## src/logic/vtss_pkg.sv

```systemverilog
// Package of constants and types for the vision trigger source selector.
package vtss_pkg;

   // ****************************************************************
   // Timing of the internal trigger generator
   // ****************************************************************
   localparam int unsigned VTSS_CLK_MHZ = 100;
   localparam int unsigned VTSS_INT_PERIOD_MS = 50;
   localparam int unsigned VTSS_INT_TOL_MS = 5;
   localparam int unsigned VTSS_INT_PERIOD_CYC = VTSS_INT_PERIOD_MS * 1000 * VTSS_CLK_MHZ;
   localparam int unsigned VTSS_INT_CNT_W = 23;

   // ****************************************************************
   // Configuration ranges and reset values
   // ****************************************************************
   localparam logic [2:0] VTSS_RACK_MAX = 3'h7;
   localparam logic [2:0] VTSS_RACK_RST = 3'h7;
   localparam logic VTSS_RIO_EN_RST = 1'h1;
   localparam logic VTSS_CAM_RST = 1'h0;
   localparam logic VTSS_ACTIVE_RST = 1'h0;
   localparam int unsigned VTSS_SYNC_STAGES = 3;

   // ****************************************************************
   // Trigger source codes
   // ****************************************************************
   typedef enum logic [2:0] {
      VTSS_SRC_NONE = 3'h0,
      VTSS_SRC_INT1 = 3'h1,
      VTSS_SRC_IO1 = 3'h2,
      VTSS_SRC_HOST1 = 3'h3,
      VTSS_SRC_INT2 = 3'h4,
      VTSS_SRC_IO2 = 3'h5,
      VTSS_SRC_HOST2 = 3'h6
   } vtss_src_e;

   localparam logic [2:0] VTSS_SRC_RST = 3'h0;

   typedef enum logic {
      VTSS_SETUP_INT = 1'h0,
      VTSS_SETUP_RUN = 1'h1
   } vtss_setup_e;

endpackage

```

## src/logic/vtss_in_sync.sv

```systemverilog
// Three-stage input synchroniser with agreement-based edge detection.
`timescale 1ns/10ps
`default_nettype none
module vtss_in_sync
   import vtss_pkg::*;
(
   // Clock and reset
   input wire logic core_clk,
   input wire logic nrst,
   // Asynchronous input and result
   input wire logic async_in,
   output logic rise
);
   logic [2:0] sync_q;
   logic level_q;

   always_ff @(posedge core_clk or negedge nrst) begin
      if (!nrst) begin
         sync_q <= 3'h0;
      end else begin
         sync_q <= {sync_q[1:0], async_in};
      end
   end

   // The level only moves once stages two and three agree, so the first stage feeds nothing else.
   always_ff @(posedge core_clk or negedge nrst) begin
      if (!nrst) begin
         level_q <= 1'h0;
      end else if (sync_q[1] == sync_q[2]) begin
         level_q <= sync_q[2];
      end
   end

   assign rise = (sync_q[1] == sync_q[2]) && sync_q[2] && !level_q;
endmodule
`default_nettype wire

```

## src/logic/vtss_top.sv

```systemverilog
// Trigger source selection for two inspection tool sets.
`timescale 1ns/10ps
`default_nettype none
module vtss_top
   import vtss_pkg::*;
(
   // Clock and reset
   input wire logic core_clk,
   input wire logic nrst,
   // Mode: high in run mode, low during configuration
   input wire logic run_mode,
   // Settings write strobe and values
   input wire logic cfg_wr,
   input wire logic [2:0] cfg_src1,
   input wire logic [2:0] cfg_src2,
   input wire logic cfg_setup1,
   input wire logic cfg_setup2,
   input wire logic cfg_cam1,
   input wire logic cfg_cam2,
   input wire logic cfg_active,
   input wire logic cfg_rio_en,
   input wire logic [3:0] cfg_rack,
   output logic cfg_reject,
   // Front-panel trigger pins
   input wire logic panel_trig1,
   input wire logic panel_trig2,
   // Host trigger pulses per path, same clock domain
   input wire logic bp_trig1,
   input wire logic bp_trig2,
   input wire logic rio_trig1,
   input wire logic rio_trig2,
   input wire logic ser_trig1,
   input wire logic ser_trig2,
   // Applied settings
   output logic [2:0] src1_q,
   output logic [2:0] src2_q,
   output logic setup1_q,
   output logic setup2_q,
   output logic cam1_q,
   output logic cam2_q,
   output logic active_q,
   output logic rio_en_q,
   output logic [2:0] rack_q,
   output logic rio_active,
   // Acquisition requests
   output logic acq1_q,
   output logic acq1_cam_q,
   output logic acq2_q,
   output logic acq2_cam_q,
   output logic view_cam_q
);
   import vtss_pkg::*;

   // ****************************************************************
   // Settings
   // ****************************************************************
   logic src_ok;
   logic rack_ok;
   logic cam1_chg;
   logic cam2_chg;

   assign rack_ok = (cfg_rack <= {1'h0, VTSS_RACK_MAX});
   // Set 1 must use a source 1 code; set 2 may use source 1 only when set 1 does.
   always_comb begin
      src_ok = 1'h0;
      if (cfg_src1 <= 3'(VTSS_SRC_HOST1)) begin
         if (cfg_src2 == 3'(VTSS_SRC_NONE) || cfg_src2 == cfg_src1) begin
            src_ok = 1'h1;
         end else if (cfg_src2 >= 3'(VTSS_SRC_INT2) && cfg_src2 <= 3'(VTSS_SRC_HOST2)) begin
            src_ok = 1'h1;
         end
      end
   end

   assign cfg_reject = cfg_wr && !(rack_ok && src_ok);

   // A rejected write leaves every setting as it was, so settings stay mutually legal.
   always_ff @(posedge core_clk or negedge nrst) begin
      if (!nrst) begin
         src1_q <= VTSS_SRC_RST;
         src2_q <= VTSS_SRC_RST;
         setup1_q <= 1'h0;
         setup2_q <= 1'h0;
         cam1_q <= VTSS_CAM_RST;
         cam2_q <= VTSS_CAM_RST;
         active_q <= VTSS_ACTIVE_RST;
         rio_en_q <= VTSS_RIO_EN_RST;
         rack_q <= VTSS_RACK_RST;
      end else if (cfg_wr && rack_ok && src_ok) begin
         src1_q <= cfg_src1;
         src2_q <= cfg_src2;
         setup1_q <= cfg_setup1;
         setup2_q <= cfg_setup2;
         cam1_q <= cfg_cam1;
         cam2_q <= cfg_cam2;
         active_q <= cfg_active;
         rio_en_q <= cfg_rio_en;
         rack_q <= cfg_rack[2:0];
      end
   end

   assign cam1_chg = cfg_wr && rack_ok && src_ok && (cfg_cam1 != cam1_q);
   assign cam2_chg = cfg_wr && rack_ok && src_ok && (cfg_cam2 != cam2_q);
   assign rio_active = rio_en_q;

   // ****************************************************************
   // Internal periodic generator
   // ****************************************************************
   // Exactly 50 ms, inside the allowed 5 ms tolerance.
   logic [VTSS_INT_CNT_W-1:0] int_cnt_q;
   logic int_tick;

   assign int_tick = (int_cnt_q == VTSS_INT_CNT_W'(VTSS_INT_PERIOD_CYC - 1));

   always_ff @(posedge core_clk or negedge nrst) begin
      if (!nrst) begin
         int_cnt_q <= '0;
      end else if (int_tick) begin
         int_cnt_q <= '0;
      end else begin
         int_cnt_q <= int_cnt_q + VTSS_INT_CNT_W'(1);
      end
   end

   // ****************************************************************
   // Trigger inputs
   // ****************************************************************
   logic pan1;
   logic pan2;
   logic host1;
   logic host2;

   vtss_in_sync u_sync1 (
      .core_clk(core_clk),
      .nrst(nrst),
      .async_in(panel_trig1),
      .rise(pan1)
   );

   vtss_in_sync u_sync2 (
      .core_clk(core_clk),
      .nrst(nrst),
      .async_in(panel_trig2),
      .rise(pan2)
   );

   // Remote port triggers only count while the port is enabled.
   assign host1 = bp_trig1 || (rio_en_q && rio_trig1) || ser_trig1;
   assign host2 = bp_trig2 || (rio_en_q && rio_trig2) || ser_trig2;

   function automatic logic pick(input logic [2:0] src, input logic t_int, input logic p1,
                                 input logic p2, input logic h1, input logic h2);
      logic r;
      r = 1'h0;
      case (src)
         3'(VTSS_SRC_INT1), 3'(VTSS_SRC_INT2): r = t_int;
         3'(VTSS_SRC_IO1): r = p1;
         3'(VTSS_SRC_IO2): r = p2;
         3'(VTSS_SRC_HOST1): r = h1;
         3'(VTSS_SRC_HOST2): r = h2;
         default: r = 1'h0;
      endcase
      return r;
   endfunction

   // ****************************************************************
   // Trigger selection and acquisition
   // ****************************************************************
   logic run1;
   logic run2;
   logic trig1;
   logic trig2;

   assign run1 = pick(src1_q, int_tick, pan1, pan2, host1, host2);
   assign run2 = pick(src2_q, int_tick, pan1, pan2, host1, host2);

   // Run sources apply in run mode; setup choice applies only in configuration.
   always_comb begin
      if (run_mode) begin
         trig1 = run1;
         trig2 = run2;
      end else begin
         trig1 = (setup1_q == VTSS_SETUP_RUN) ? run1 : int_tick;
         trig2 = (setup2_q == VTSS_SETUP_RUN) ? run2 : int_tick;
      end
   end

   // One cycle request per accepted trigger; camera change also forces a fresh image.
   always_ff @(posedge core_clk or negedge nrst) begin
      if (!nrst) begin
         acq1_q <= 1'h0;
         acq1_cam_q <= VTSS_CAM_RST;
         acq2_q <= 1'h0;
         acq2_cam_q <= VTSS_CAM_RST;
      end else begin
         acq1_q <= trig1 || cam1_chg;
         acq1_cam_q <= cam1_chg ? cfg_cam1 : cam1_q;
         acq2_q <= trig2 || cam2_chg;
         acq2_cam_q <= cam2_chg ? cfg_cam2 : cam2_q;
      end
   end

   // Camera shown during configuration follows the active tool set.
   always_ff @(posedge core_clk or negedge nrst) begin
      if (!nrst) begin
         view_cam_q <= VTSS_CAM_RST;
      end else begin
         view_cam_q <= active_q ? cam2_q : cam1_q;
      end
   end
endmodule
`default_nettype wire

```

## config.mk

```make
export PLATFORM = sky130hd
export DESIGN_NAME = vtss_top
export DESIGN_NICKNAME = d
export VERILOG_FILES = /design/src/logic/vtss_pkg.sv /design/src/logic/vtss_in_sync.sv /design/src/logic/vtss_top.sv
export SDC_FILE = /design/constraint.sdc
export NUM_CORES = 1
export LEC_CHECK = 0
export ABC_CLOCK_PERIOD_IN_PS = 2550
export CAP_MARGIN = 5
export CORE_AREA = 3 3 92 94
export DETAILED_ROUTE_END_ITERATION = 7
export DIE_AREA = 0 0 95 97
export DONT_BUFFER_PORTS = 1
export PLACE_DENSITY_LB_ADDON = 0.15
export RECOVER_POWER = 100
export SLEW_MARGIN = 0
export SYNTH_ARGS = -nofsm -noshare
export SYNTH_HDL_FRONTEND = slang
export SYNTH_HIERARCHICAL = 1
export SYNTH_SLANG_ARGS = --single-unit
```

## constraint.sdc

```tcl
create_clock -name core_clk -period 2.55 [get_ports core_clk]
set_input_delay 0.255 -clock core_clk [delete_from_list [all_inputs] [get_ports core_clk]]
set_output_delay 0.255 -clock core_clk [all_outputs]
set_load 0.01 [all_outputs]
```

==> qor.yml <==
status: "completed"
regToRegSetupSlack_ns: 0.62
synth.area.top_cells: "dfrtp_1, mux2_2, dfstp_2"
synth_ff_type: "dfrtp_1"
synth_top_area_share_pct: 50.9
cts_setup_buffers: 0
ys_seq_area_share_pct: 55.5
final.period_utilization_pct: 79.4
clkSlewWorstSetupHoldPaths_ns: 0.09
timing.final.max_slew_violations: 0
cts_max_level: 2
cts_sinks: 51
synth_top_area_cell: "dfrtp_1"
antenna_found_initial: 0
cp.required_ns: 2.74
cpMostUsedCell: "a311oi_1"
tightest_slew_ns: 1.25
dieHeight_um: 97
drt_iter0_markers: 27
ir_drop_uv: 202
min_delay_path_depth: 1
io_pins: 50
cp.buffers_inverters: 1
hold_path_end: "src2_q[1]$_DFFE_PN0P_"
fmax_mhz: 494
ff2ff_path_depth: 5
grt-ovfl-total: 0
drive_gt1_share_pct: 11.7
netlist_area_um2: 2310
grt_use_total_pct: 10.2
antenna_cells: 0
portBuffers: 0
die_w_um: 95
place_hpwl_um: 3080
grt_pass1_wl_um: 7470
regToRegEndpoint: "int_cnt_q[19]$_DFF_PN0_"
crit_path_start_kind: "input pin"
drv_cap: 0
vias: 1486
holdWs_ns: 0.0830
yosys_register_bits: 51
slowest_stage: "clkbuf_1"
min_path_type: "input pin to flop"
slew_headroom_pct: 16.6
synthToLayoutAreaGrowth_pct: 8.18
synth_most_common_cell: "dfrtp_1"
drc_errors: 0
wl_per_cell_um: 14.1
min_from: "cfg_src2[1]"
rsz0062_at_grt: "false"
multiInputGateArea_um2: 938
ant_nets: 0
tns_ns: 0
first_global_vias: 1568
core_um2: 7730
setup_viol: 0
rows: 32
synth_cells: 194
dieArea_um2: 9220
n_fill_cell: 781
r2r-start: "int_cnt_q[3]$_DFF_PN0_"
cts_tree: "built"
synthTopCellsByCount: "dfrtp_1, nor2_1, mux2_2"
worstPathMaxFanout: 14
viasPerCell: 4.84
fin_skew_ns: 0.00797
seq_area_um2: 1280
total_power_uw: 1660
syn-num-nets: 225
async_flop_share_pct: 100
clk_latency_ns: 0.30
nets: 235
cts_root_buf: "clkbuf_8"
ys_warn_count: 6
cp_top_family: "compound AO/OA/AOI/OAI gates"
layout_min_cycle_time_ns: 2.02
avgSynthCellArea_um2: 11.9
cp_cell_sequence: "a311oi_1, nand2_1, a311oi_1, clkbuf_1, mux2_2"
crit_type: "input pin to flop"
finalWirelength_um: 4330
cp-end-kind: "flop"
hold_viol: 0
synth_edf_count: 0
ys_types: 41
gp_congestion: 0.754
start_util_pct: 29.9
cts_made_buffers: 5
grt_start_max_net_pins: 52
p_per_area_nw_per_um2: 663
p_leak_uw: 0.00104
first_pass_iters: 4
cpPeakStageDelay_ns: 0.65
cts_max_path_buffers: 2
worstPathArrival_ns: 2.21
[kinds of logic (layout without fill, tap and decap cells)]
family | after synthesis | after routing | share of synthesized area [%]
and+or+nand+nor | 69 | 69 | 16.7
muxes | 17 | 17 | 8.62
AOI/OAI and AO/OA | 24 | 24 | 7.59
adders and majority gates | 3 | 3 | 1.63
DFF | 51 | 51 | 55.5
buffers and inverters | 9 | 20 | 2.01
xor gates and xnor gates | 21 | 21 | 7.97
[layout make-up]
cell class,count,share of cell area [%]
Clock buffer,7,3.06
Clock inverter,1,0.200
Inverter,6,0.902
Multi-Input combinational cell,134,37.6
Sequential cell,51,51.3
Tap cell,102,5.11
Timing Repair Buffer,6,1.85
[where the power goes]
part           leakage [uW]  internal [uW]  switching (uW)
sequential         0.000636            904             129
combinational      0.000363           95.7            75.8
clock             0.0000422            193             257
total               0.00104           1190             462
[through the flow]
stage / instance area, um^2 / setup slack, ns / instances / utilization, %
global route: 2500 / 0.296 / 307 / 32.3
finish: 2500 / 0.526 / 307 / 32.3
floorplan: 2310 / 0.849 / 194 / -
CTS: 2570 / 0.778 / 307 / 33.2
detailed placement: 2430 / 0.752 / 295 / 31.4
global placement: 2430 / 0.754 / 295 / 31.4
[worst max-delay path by stage]
stage	from	end	slack (ns)	cells past startpoint
global route	cfg_src2[1]	cam1_q$_DFFE_PN0P_	0.30	5
CTS	int_cnt_q[17]$_DFF_PN0_	int_cnt_q[18]$_DFF_PN0_	0.78	6
global placement	cfg_src2[1]	acq1_cam_q$_DFF_PN0_	0.75	5
detailed placement	cfg_src2[1]	acq1_cam_q$_DFF_PN0_	0.75	5
floorplan	cfg_src2[1]	acq1_cam_q$_DFF_PN0_	0.85	5
finish	cfg_src2[1]	acq1_cam_q$_DFF_PN0_	0.53	5
[cell usage in the layout, fill, tap and decap left out, types with 3 or more instances in the layout]
master / instances
mux2_2: 13
nor2_1: 20
mux2_1: 4
o21ai_0: 5
nand4_1: 6
nor2b_1: 4
nand3_1: 12
xnor2_1: 12
inv_1: 6
clkbuf_1: 3
nand2_1: 10
ha_1: 3
dfstp_1: 4
o22ai_1: 3
dfrtp_1: 47
dlygate4sd3_1: 3
a21oi_1: 4
a31oi_1: 3
clkbuf_8: 5
xor2_1: 9
[registers in the layout, indices dropped and copies added (netlist names), 3 cells and up]
register	cells
u_sync1/sync_q	3
rack_q	3
u_sync2/sync_q	3
src1_q	3
src2_q	3
int_cnt_q	23
[per-layer routing]
layer  GRT usage (%)  share of wire (%)  wire [um]  vias to the layer above
met5               0                  0          0                        -
met4            4.00                2.2         94                        0
met3            3.73                8.7        375                        9
met2            14.5                 42       1810                       61
met1            14.1                 47       2060                      713
li1                -                  -          -                      703
[what timing repair did]
action | 4_1_cts | 5_1_grt
hold buffers | 4 | 0
gates resized for setup | 0 | 0
endpoints found under the hold margin | 53 | 0
No activity file was read; power rests on OpenSTA's default activity.
